<file path="src/mrp_pkg.sv">
// Constants and carrier types for the management and reconfiguration ports
package mrp_pkg;
    localparam int MGMT_ADDR_W    = 16;
    localparam int DATA_W         = 32;
    localparam int MGMT_IDX_W     = 4;
    localparam int MGMT_WORDS     = 16;
    // channel_select_width_param for a four-channel build
    localparam int CHAN_SEL_W     = 2;
    localparam int PCS_OFS_W      = 11;
    localparam int XCVR_ADDR_W    = CHAN_SEL_W + PCS_OFS_W;
    localparam int XCVR_CHANNELS  = 4;
    localparam int PCS_IDX_W      = 3;
    localparam int PCS_WORDS      = 8;
    localparam int PCS_STORE      = XCVR_CHANNELS * PCS_WORDS;
    localparam int STORE_IDX_W    = CHAN_SEL_W + PCS_IDX_W;
    // Cycles a reconfiguration read keeps busy high
    localparam logic [1:0] XCVR_READ_LAT = 2'h2;
    localparam logic [31:0] REG_RST_VAL  = 32'h0;

    typedef logic [DATA_W-1:0] mrp_word_t;

    typedef struct packed {
        logic                   read;
        logic                   write;
        logic [MGMT_ADDR_W-1:0] addr;
        mrp_word_t              wdata;
    } mrp_mgmt_req_s;

    typedef struct packed {
        logic                   read;
        logic                   write;
        logic [XCVR_ADDR_W-1:0] addr;
        mrp_word_t              wdata;
    } mrp_xcvr_req_s;

    typedef enum logic [1:0] {
        MRP_RD_IDLE = 2'b00,
        MRP_RD_WAIT = 2'b01,
        MRP_RD_DONE = 2'b11
    } mrp_rd_state_e;
endpackage

</file>
<file path="src/mrp_ports.sv">
// Management register bank and transceiver reconfiguration port
`timescale 1ns/10ps
module mrp_ports (
    // Clock and reset
    input  wire logic                             core_clk,
    input  wire logic                             arst_n,
    // Management port
    input  wire mrp_pkg::mrp_mgmt_req_s           mgmt_req,
    output logic [mrp_pkg::DATA_W-1:0]            mgmt_read_result,
    output logic                                  mgmt_read_result_valid,
    // Reconfiguration port
    input  wire logic                             xcvr_cfg_reset,
    input  wire mrp_pkg::mrp_xcvr_req_s           xcvr_req,
    output logic [mrp_pkg::DATA_W-1:0]            xcvr_cfg_read_data,
    output logic                                  xcvr_cfg_busy
);
    import mrp_pkg::*;

    logic [DATA_W-1:0]  mgmt_mem_reg [MGMT_WORDS];
    logic [DATA_W-1:0]  pcs_mem_reg  [PCS_STORE];
    logic [DATA_W-1:0]  mgmt_rdata_reg;
    logic               mgmt_valid_reg;
    logic [DATA_W-1:0]  xcvr_rdata_reg;
    mrp_rd_state_e      rd_state_reg;
    mrp_rd_state_e      rd_state_next;
    logic [1:0]         wait_cnt_reg;
    logic [1:0]         wait_cnt_next;
    logic               xcvr_done;

    // Management address hits the bank only in its low window
    function automatic logic mgmt_hit(input logic [MGMT_ADDR_W-1:0] a);
        mgmt_hit = (a[MGMT_ADDR_W-1:MGMT_IDX_W] == '0);
    endfunction

    // Channel and offset into one flat store index
    function automatic logic [STORE_IDX_W-1:0] pcs_idx(input logic [XCVR_ADDR_W-1:0] a);
        pcs_idx = {a[XCVR_ADDR_W-1:PCS_OFS_W], a[PCS_IDX_W-1:0]};
    endfunction

    // Offset bits above the implemented words are unmapped
    function automatic logic pcs_hit(input logic [XCVR_ADDR_W-1:0] a);
        pcs_hit = (a[PCS_OFS_W-1:PCS_IDX_W] == '0);
    endfunction

    // Management writes, timed by the core clock
    always_ff @(posedge core_clk or negedge arst_n) begin
        if (!arst_n) begin
            for (int i = 0; i < MGMT_WORDS; i++) begin
                mgmt_mem_reg[i] <= REG_RST_VAL;
            end
        end else if (mgmt_req.write && mgmt_hit(mgmt_req.addr)) begin
            mgmt_mem_reg[mgmt_req.addr[MGMT_IDX_W-1:0]] <= mgmt_req.wdata;
        end
    end

    // Management read result, one cycle after the strobe
    always_ff @(posedge core_clk or negedge arst_n) begin
        if (!arst_n) begin
            mgmt_rdata_reg <= REG_RST_VAL;
            mgmt_valid_reg <= 1'b0;
        end else begin
            mgmt_valid_reg <= mgmt_req.read;
            if (mgmt_req.read) begin
                mgmt_rdata_reg <= mgmt_hit(mgmt_req.addr) ?
                    mgmt_mem_reg[mgmt_req.addr[MGMT_IDX_W-1:0]] : REG_RST_VAL;
            end
        end
    end

    assign mgmt_read_result       = mgmt_rdata_reg;
    assign mgmt_read_result_valid = mgmt_valid_reg;

    // Read wait sequencing; writes finish at once
    always_comb begin
        rd_state_next = rd_state_reg;
        wait_cnt_next = wait_cnt_reg;
        case (rd_state_reg)
            MRP_RD_IDLE: begin
                if (xcvr_req.read) begin
                    rd_state_next = MRP_RD_WAIT;
                    wait_cnt_next = 2'h1;
                end
            end
            MRP_RD_WAIT: begin
                if (!xcvr_req.read) begin
                    rd_state_next = MRP_RD_IDLE;
                    wait_cnt_next = 2'h0;
                end else if (wait_cnt_reg == XCVR_READ_LAT - 2'h1) begin
                    rd_state_next = MRP_RD_DONE;
                    wait_cnt_next = XCVR_READ_LAT;
                end else begin
                    wait_cnt_next = wait_cnt_reg + 2'h1;
                end
            end
            MRP_RD_DONE: begin
                rd_state_next = MRP_RD_IDLE;
                wait_cnt_next = 2'h0;
            end
            default: begin
                rd_state_next = MRP_RD_IDLE;
                wait_cnt_next = 2'h0;
            end
        endcase
    end

    // Sequencer state, cleared by either reset
    always_ff @(posedge core_clk or negedge arst_n) begin
        if (!arst_n) begin
            rd_state_reg <= MRP_RD_IDLE;
            wait_cnt_reg <= 2'h0;
        end else if (xcvr_cfg_reset) begin
            rd_state_reg <= MRP_RD_IDLE;
            wait_cnt_reg <= 2'h0;
        end else begin
            rd_state_reg <= rd_state_next;
            wait_cnt_reg <= wait_cnt_next;
        end
    end

    // Busy while a read has not reached its data cycle
    assign xcvr_cfg_busy = xcvr_req.read && (rd_state_reg != MRP_RD_DONE);
    assign xcvr_done     = !xcvr_cfg_busy;

    // PCS store, indexed by channel and offset
    always_ff @(posedge core_clk or negedge arst_n) begin
        if (!arst_n) begin
            for (int i = 0; i < PCS_STORE; i++) begin
                pcs_mem_reg[i] <= REG_RST_VAL;
            end
        end else if (xcvr_cfg_reset) begin
            for (int i = 0; i < PCS_STORE; i++) begin
                pcs_mem_reg[i] <= REG_RST_VAL;
            end
        end else if (xcvr_req.write && !xcvr_req.read && xcvr_done && pcs_hit(xcvr_req.addr)) begin
            pcs_mem_reg[pcs_idx(xcvr_req.addr)] <= xcvr_req.wdata;
        end
    end

    // Read data captured in the last busy cycle
    always_ff @(posedge core_clk or negedge arst_n) begin
        if (!arst_n) begin
            xcvr_rdata_reg <= REG_RST_VAL;
        end else if (xcvr_cfg_reset) begin
            xcvr_rdata_reg <= REG_RST_VAL;
        end else if (xcvr_req.read && rd_state_next == MRP_RD_DONE) begin
            xcvr_rdata_reg <= pcs_hit(xcvr_req.addr) ?
                pcs_mem_reg[pcs_idx(xcvr_req.addr)] : REG_RST_VAL;
        end
    end

    assign xcvr_cfg_read_data = xcvr_rdata_reg;

    // Assertions
    property p_mgmt_valid_after_read;
        @(posedge core_clk) disable iff (!arst_n)
        mgmt_req.read |=> mgmt_read_result_valid;
    endproperty
    a_mgmt_valid_after_read: assert property (p_mgmt_valid_after_read)
        else $error("management read gave no valid pulse");

    property p_mgmt_valid_has_cause;
        @(posedge core_clk) disable iff (!arst_n)
        mgmt_read_result_valid |-> $past(mgmt_req.read);
    endproperty
    a_mgmt_valid_has_cause: assert property (p_mgmt_valid_has_cause)
        else $error("management valid without a read");

    property p_mgmt_write_readback;
        @(posedge core_clk) disable iff (!arst_n)
        (mgmt_req.write && mgmt_hit(mgmt_req.addr))
            ##1 (mgmt_req.read && !mgmt_req.write && mgmt_req.addr == $past(mgmt_req.addr))
            |=> mgmt_read_result == $past(mgmt_req.wdata, 2);
    endproperty
    a_mgmt_write_readback: assert property (p_mgmt_write_readback)
        else $error("management readback mismatch");

    property p_mgmt_unmapped_zero;
        @(posedge core_clk) disable iff (!arst_n)
        (mgmt_req.read && !mgmt_hit(mgmt_req.addr)) |=> mgmt_read_result == REG_RST_VAL;
    endproperty
    a_mgmt_unmapped_zero: assert property (p_mgmt_unmapped_zero)
        else $error("unmapped management read not zero");

    property p_xcvr_busy_span;
        @(posedge core_clk) disable iff (!arst_n || xcvr_cfg_reset)
        ($rose(xcvr_req.read) && rd_state_reg == MRP_RD_IDLE) ##0 xcvr_req.read [*3]
            |-> $past(xcvr_cfg_busy, 2) && $past(xcvr_cfg_busy) && !xcvr_cfg_busy;
    endproperty
    a_xcvr_busy_span: assert property (p_xcvr_busy_span)
        else $error("reconfiguration busy span wrong");

    property p_xcvr_write_no_wait;
        @(posedge core_clk) disable iff (!arst_n)
        (xcvr_req.write && !xcvr_req.read) |-> !xcvr_cfg_busy;
    endproperty
    a_xcvr_write_no_wait: assert property (p_xcvr_write_no_wait)
        else $error("reconfiguration write stalled");

    property p_xcvr_write_lands;
        @(posedge core_clk) disable iff (!arst_n || xcvr_cfg_reset)
        (xcvr_req.write && !xcvr_req.read && pcs_hit(xcvr_req.addr))
            |=> pcs_mem_reg[$past(pcs_idx(xcvr_req.addr))] == $past(xcvr_req.wdata);
    endproperty
    a_xcvr_write_lands: assert property (p_xcvr_write_lands)
        else $error("reconfiguration write did not land");

    property p_xcvr_write_readback;
        @(posedge core_clk) disable iff (!arst_n || xcvr_cfg_reset)
        (xcvr_req.write && !xcvr_req.read && pcs_hit(xcvr_req.addr))
            ##1 ($rose(xcvr_req.read) && !xcvr_req.write
                 && xcvr_req.addr == $past(xcvr_req.addr))
            ##0 (xcvr_req.read && !xcvr_req.write) [*3]
            |-> !xcvr_cfg_busy && xcvr_cfg_read_data == $past(xcvr_req.wdata, 3);
    endproperty
    a_xcvr_write_readback: assert property (p_xcvr_write_readback)
        else $error("reconfiguration readback mismatch");

    property p_xcvr_reset_clears;
        @(posedge core_clk) disable iff (!arst_n)
        xcvr_cfg_reset |=> rd_state_reg == MRP_RD_IDLE && xcvr_cfg_read_data == REG_RST_VAL;
    endproperty
    a_xcvr_reset_clears: assert property (p_xcvr_reset_clears)
        else $error("reconfiguration reset did not clear");

    c_mgmt_read: cover property (@(posedge core_clk) disable iff (!arst_n)
        mgmt_req.read ##1 mgmt_read_result_valid);
    c_mgmt_back_to_back: cover property (@(posedge core_clk) disable iff (!arst_n)
        mgmt_req.read [*2] ##1 mgmt_read_result_valid);
    c_xcvr_read_done: cover property (@(posedge core_clk) disable iff (!arst_n)
        xcvr_cfg_busy ##1 (xcvr_req.read && !xcvr_cfg_busy));
    c_xcvr_write: cover property (@(posedge core_clk) disable iff (!arst_n)
        xcvr_req.write && !xcvr_cfg_busy);
endmodule

</file>
<file path="config.mk">
export PLATFORM = sky130hd
export DESIGN_NAME = mrp_ports
export DESIGN_NICKNAME = d
export VERILOG_FILES = /design/src/mrp_pkg.sv /design/src/mrp_ports.sv
export SDC_FILE = /design/constraint.sdc
export NUM_CORES = 2
export LEC_CHECK = 0
export BUFFER_PORTS_ARGS = -buffer_cell sky130_fd_sc_hd__clkbuf_2
export CAP_MARGIN = 10
export CORE_UTILIZATION = 34
export DETAILED_ROUTE_END_ITERATION = 6
export GPL_ROUTABILITY_DRIVEN = 0
export PLACE_DENSITY = 0.57
export SLEW_MARGIN = 20
export SYNTH_ARGS = -nofsm -noshare
export SYNTH_HDL_FRONTEND = slang
export SYNTH_SLANG_ARGS = --single-unit
</file>
<file path="constraint.sdc">
create_clock -name core_clk -period 2.05 [get_ports core_clk]
set_clock_uncertainty 0.1 [all_clocks]
set_input_delay 0 -clock core_clk [delete_from_list [all_inputs] [get_ports core_clk]]
set_output_delay 0 -clock core_clk [all_outputs]
set_load 0.02 [all_outputs]
</file>
[Word level (Yosys, flattened, before mapping)]
Index checks and enable logic that the tools add are counted.
W data, S select, Z words.
Cells by class
  bitwise operators: 2
  $add $sub $neg: 1
  reduce and logical (&&, ||, !) cells: 15
  order comparisons: 4
  eq/ne operators: 5
  mux-type cells: 28
Operators with widths (count)
  $mux W1024: 2
  $bwmux W1024: 1
  $bwmux W512: 1
  $mux W32: 10
  $bmux W32 S5: 1
  $demux W32 S5: 1
  $bmux W32 S4: 1
  $demux W32 S4: 1
  $mux W2: 8
  $logic_not A12 Y1: 1
  $logic_and A1 B1 Y1: 8
  $logic_not A8 Y1: 1
  $pmux W2 S2: 2
  $ge A6 B6 Y1 const B: 1
  $lt A6 B1 Y1 const B: 1
  $not A5 Y6: 1
  $ge A5 B5 Y1 const B: 1
  $lt A5 B1 Y1 const B: 1
  $not A4 Y5: 1
  $eq A2 B1 Y1 const B: 2
  $reduce_bool A2 Y1: 2
  $ne A3 B3 Y1 const B: 1
  $add A2 B1 Y2 const B: 1
  $eq A2 B2 Y1 const B: 1
  other kinds (3): 4
Word-level totals
  bits in registers: 1605
  word-level logic and storage cells: 108
  input port bits: 100

[Logic depth before layout (Yosys ltp)]
  depth in word-level cells: 8
  depth in mapped cells: 10

[Worst setup path before layout]
OpenSTA, ideal clock, no wires.
  kind: input-to-reg
  start point: input xcvr_req[36] (netlist bit)
  end point: register pcs_mem_reg[33] (netlist bit)
  stages: 8
  path buffers: 3
  library setup time: 136 ps
  arrival: 1801 ps
  path slack: 13 ps
  required time: 1814 ps
  path through: or4_1 -> or3_1 -> buf_6 -> or3_1 -> buf_2 -> buf_6 -> nand2_1 -> a21oi_1
Between the ends
  word-level cells in the longest chain between the ends: 3
Ends and longest elaborated chain
  start: declaration: line mrp_ports.sv:13  | input wire mrp_pkg::mrp_xcvr_req_s xcvr_req,
  $logic_not A8 Y1: line mrp_ports.sv:42  | pcs_hit = (a[PCS_OFS_W-1:PCS_IDX_W] == '0);
  $logic_and A1 B1 Y1: line mrp_ports.sv:134  | end else if (xcvr_req.write && !xcvr_req.read && xcvr_done && pcs_hit(xcvr_req.addr)) begin
  $reduce_bool A2 Y1 (no line)
  end signal: indexed assignment: line mrp_ports.sv:135  | pcs_mem_reg[pcs_idx(xcvr_req.addr)] <= xcvr_req.wdata;
  end: declaration: line mrp_ports.sv:20  | logic [DATA_W-1:0] pcs_mem_reg [PCS_STORE];
No other way between the ends.
A chain may end at the register's enable or synchronous reset.

[Worst setup path after layout]
  start point: input xcvr_req[35] (netlist bit)
  end point: register pcs_mem_reg[512] (netlist bit)
The elaborated chain is that of the path after synthesis.

==> results.md <==
- Setup slack on the worst reg-to-reg path comes out at 0.04 ns.
- The final net count is 7664.
- The total power density per cell area is 759 nW/µm².
- Counting cells, the worst reg-to-reg path comes to 5.
- The count of input and output buffers is 165.
- Clock tree synthesis selected as its root buffer the cell clkbuf_16.
- The endpoint type of the worst setup path is a flop.
- The final critical delay including setup and external delays is 2.09 ns.
- The number of enable flip-flop cells after synthesis is 0.
- The data required time at the worst endpoint is 2.72 ns.
- The critical path startpoint is xcvr_req[35].
- The first global-routing pass estimated 381000 µm of wire.
- The H-tree was split into 4 levels.
- The routed via count divided by cell count is 5.52.
- In this run the deepest clock path goes through 3 buffers.
- The run finished, with violations left.
- After synthesis, the share of flip-flops with an asynchronous set or reset is 100%.
- In this run the cell area of the synthesized design comes to 74400 µm².
- The instance count along the most critical hold path is 7.
- The antenna violation net count after detailed routing is 0.
- For this run, design rule violations remaining after detail routing come to 0.
- The gate count of the mapped netlist is 7239.
- The highest ir drop seen on vdd is 0.000845 V.
- After global routing the overflow that remains totals 0.
- The sequential area share after synthesis is 54.0%.
- The wire length per cell is 24.1 µm.
- Of the total power, the clock network draws 48.5%.
- The flop and latch count out of synthesis is 1605.
- The overall die width is 470 µm.
- The achievable frequency is 0.479 GHz.
- The register with the most flip-flops in the layout has 1024 of them.
- Dividing the synthesized area by the synthesized cell count gives 10.3 µm².
- Entering global routing, the biggest net connects 141 pins.
- The total nets after synthesis is 7340.
- The final hold violation count is 24.
- The core box area is 217000 µm².
- The die boundary height is 470 µm.
- Of all nets on the critical path, the largest fanout is 8.
- The die outline area is 221000 µm².
- The final standard cell utilization of the core is 41.7%.
- Summing all non-filler instances in the final layout gives an area of 90600 µm².
- Relative to the synthesized area, the layout overhead comes to 21.8%.
- The type of the most critical hold path is in2reg.
- The Yosys step of the flow raised 0 warnings.
- The first detailed-routing pass ran for 6 iterations.
- The arrival time of data at the critical path endpoint is 2.76 ns.
- The sequential group share of total power is 46.1%.
- The count of pins over their slew limit is 0.
- TritonCTS built the clock tree.
- The worst setup path is of the in2reg kind.
- The post-CTS clock slew at the launch and capture registers of the worst setup and hold paths is 0.06 ns.
- The combinational fraction of design power is 5.4%.
- Setup violations remaining at the end of the flow were counted as 2.
- After the first detailed-routing iteration, the DRC count stood at 5832.
- The number of global-route vias before repair is 58435.
- The analysis attributes to cell leakage a power of 39.9 nW.
- The net switching fraction of the power is 24.3%.
- The checks that failed: hold timing, setup timing.
- Among all flip-flop cells after synthesis, the most frequent one is dfrtp_1.
- Summing over every cut layer, the via total after detailed routing is 58380.
- The number of standard-cell rows in the floorplan is 171.
- The area of placed instances is 82700 µm².
- The tool flagged a number of max-cap violations equal to 0.
- The worst path uses 102% of the clock period.
- The post-route worst hold slack is -0.0664 ns.
- Global routing used 22.6% of the available tracks across all layers.
- The number of antenna violations at the first check in global routing is 10.
- In this run the critical register-to-register path is launched from pcs_mem_reg[303].
- The clock buffer count from CTS is 176.
- The internal power summed over all cells is 52.1 mW.
- Setup repair after global routing could not meet its margin everywhere.
- At the pin with the least slew margin, the transition time is 1.08 ns.
- The share of post-route cells with drive strength above 1 is 21.5%.
- The worst setup path is launched from a primary input.
- The number of library cell types mapped by synthesis is 49.
- Pin placement for this block handled 166 I/O pins.
- The number of clock sinks is 1605.
- The net switching power figure is 16.7 mW.
- After detailed routing, the total wire length is 254000 µm.
- Summed over all nets, the half-perimeter wirelength after detailed placement is 155000 µm.
- The hold path startpoint is xcvr_req[39].
- The effective utilization at floorplan is 34.2%.
- The tightest slew margin relative to the limit is 28.3%.
- The clock network latency to the later pin of the worst-skew pair is 0.86 ns.
- The worst setup margin is -0.0360 ns.
==> cells in the mapped netlist, drive strengths merged (2+ instances only) <==
cell type | instances | share of area (%)
a21oi | 1009 | 6.8
a22o | 96 | 1.1
a22oi | 3 | 0.030
and2 | 2 | 0.017
and3 | 13 | 0.11
buf | 198 | 1.4
clkbuf | 500 | 2.5
dfrtp | 1605 | 54
inv | 34 | 0.17
mux2 | 512 | 7.8
mux2i | 525 | 7.1
mux4 | 128 | 3.9
nand2 | 2029 | 10
nand2b | 4 | 0.034
nand3 | 24 | 0.16
nand4 | 3 | 0.025
nand4b | 6 | 0.071
nand4bb | 6 | 0.091
nor2 | 75 | 0.41
nor2b | 3 | 0.025
nor3 | 29 | 0.32
nor3b | 4 | 0.047
nor4 | 72 | 0.66
o21ai | 29 | 0.20
o22ai | 288 | 2.4
or2 | 17 | 0.14
or3 | 10 | 0.084
or4 | 5 | 0.056
or4b | 4 | 0.054
==> kinds of logic (layout without fill, tap and decap cells) <==
| logic type | count (synthesis) | after routing | share of synthesized area (%) |
|---|---|---|---|
| and+or+nand+nor | 2309 | 2309 | 12.6 |
| DFF | 1605 | 1605 | 54.0 |
| AOI/OAI and AO/OA | 1427 | 1427 | 10.6 |
| muxes | 1165 | 1165 | 18.7 |
| buffers and inverters | 732 | 1205 | 4.12 |
| adders and majority gates | 1 | 1 | 0.0168 |
| other | 0 | 4 | 0 |
==> metal layers <==
| layer | global-route usage [%] | routed length [µm] |
|---|---|---|
| met1 | 30.6 | 107000 |
| met4 | 8.58 | 9800 |
| met3 | 3.80 | 18900 |
| met2 | 36.0 | 118000 |
| met5 | 0 | 63 |
==> metrics by stage <==
stage | setup TNS (ns) | worst slack (ns) | total power [mW] | hold slack, ns | cells
global route | -0.0825 | -0.0540 | 70.9 | -0.0635 | 10567
global placement | -172.65 | -0.921 | 35.7 | 0.0442 | 10086
CTS | 0 | 0.00800 | 69.3 | -0.0639 | 10549
detailed placement | -215.50 | -0.897 | 35.7 | 0.0410 | 10086
finish | -0.0392 | -0.0360 | 68.7 | -0.0664 | 10570
floorplan | 0 | 0.0125 | 33.7 | -0.396 | 7239
==> cell type report <==
class / instances / area [µm²]
Tap cell: 2854 / 3570
Clock buffer: 271 / 5300
Antenna cell: 4 / 10.0
Sequential cell: 1605 / 40200
Inverter: 34 / 128
Multi-Input combinational cell: 4902 / 31500
Clock inverter: 56 / 893
Timing Repair Buffer: 844 / 9010
Fill cell: 20393 / 127000
==> timing repair <==
item | CTS | global route
cloned | 0 | 6
gates resized for setup | 6 | 23
buffers inserted | 0 | 12
setup endpoints to repair | 6 | 124
hold buffers | 136 | 3
endpoints found under the hold margin | 3205 | 69
pin swaps | 0 | 6
==> power by group through the flow <==
| stage | Sequential [mW] | Combinational [mW] | Clock (mW) |
|---|---|---|---|
| after CTS | 31.7 | 3.68 | 33.9 |
| after global routing | 31.7 | 3.93 | 35.2 |
| after floorplan | 32.3 | 1.43 | 0 |
| final | 31.7 | 3.69 | 33.4 |
| after global placement | 32.3 | 3.42 | 0 |
| after detailed placement | 32.3 | 3.46 | 0 |
==> critical path: stages <==
cell           delay, ns
clkbuf_2            0.09
dlygate4sd3_1       0.56
buf_4               0.14
nor4_4              0.35
buf_4               0.22
nand4_1             0.20
buf_6               0.22
nor2_4              0.15
dlygate4sd3_1       0.58
nand2_1             0.06
a21oi_1             0.18
==> final timing paths <==
| kind | endpoint |
|---|---|
| max | pcs_mem_reg[512] |
| min | pcs_mem_reg[332] |
| max reg2reg | xcvr_cfg_read_data[15] |
| min reg2reg | mgmt_mem_reg[50] |
| max in group asynchronous | pcs_mem_reg[795] |
| min in group asynchronous | pcs_mem_reg[681] |
==> cells in the final DEF (no fill, tap or decap), drive strengths merged, types with 5 or more instances in the layout <==
cell type,instances
o21ai,29
o22ai,288
a22o,96
nand3,24
a21oi,1009
or4,5
mux2,512
buf,545
dfrtp,1605
clkinv,37
nand4b,6
nor3,29
or3,10
mux4,128
nor4,72
nand4bb,6
clkbuf,437
nor2,75
dlygate4sd3,129
bufinv,10
mux2i,525
or2,17
nand2,2029
inv,39
and3,13
(Power assumes the default switching activity.)
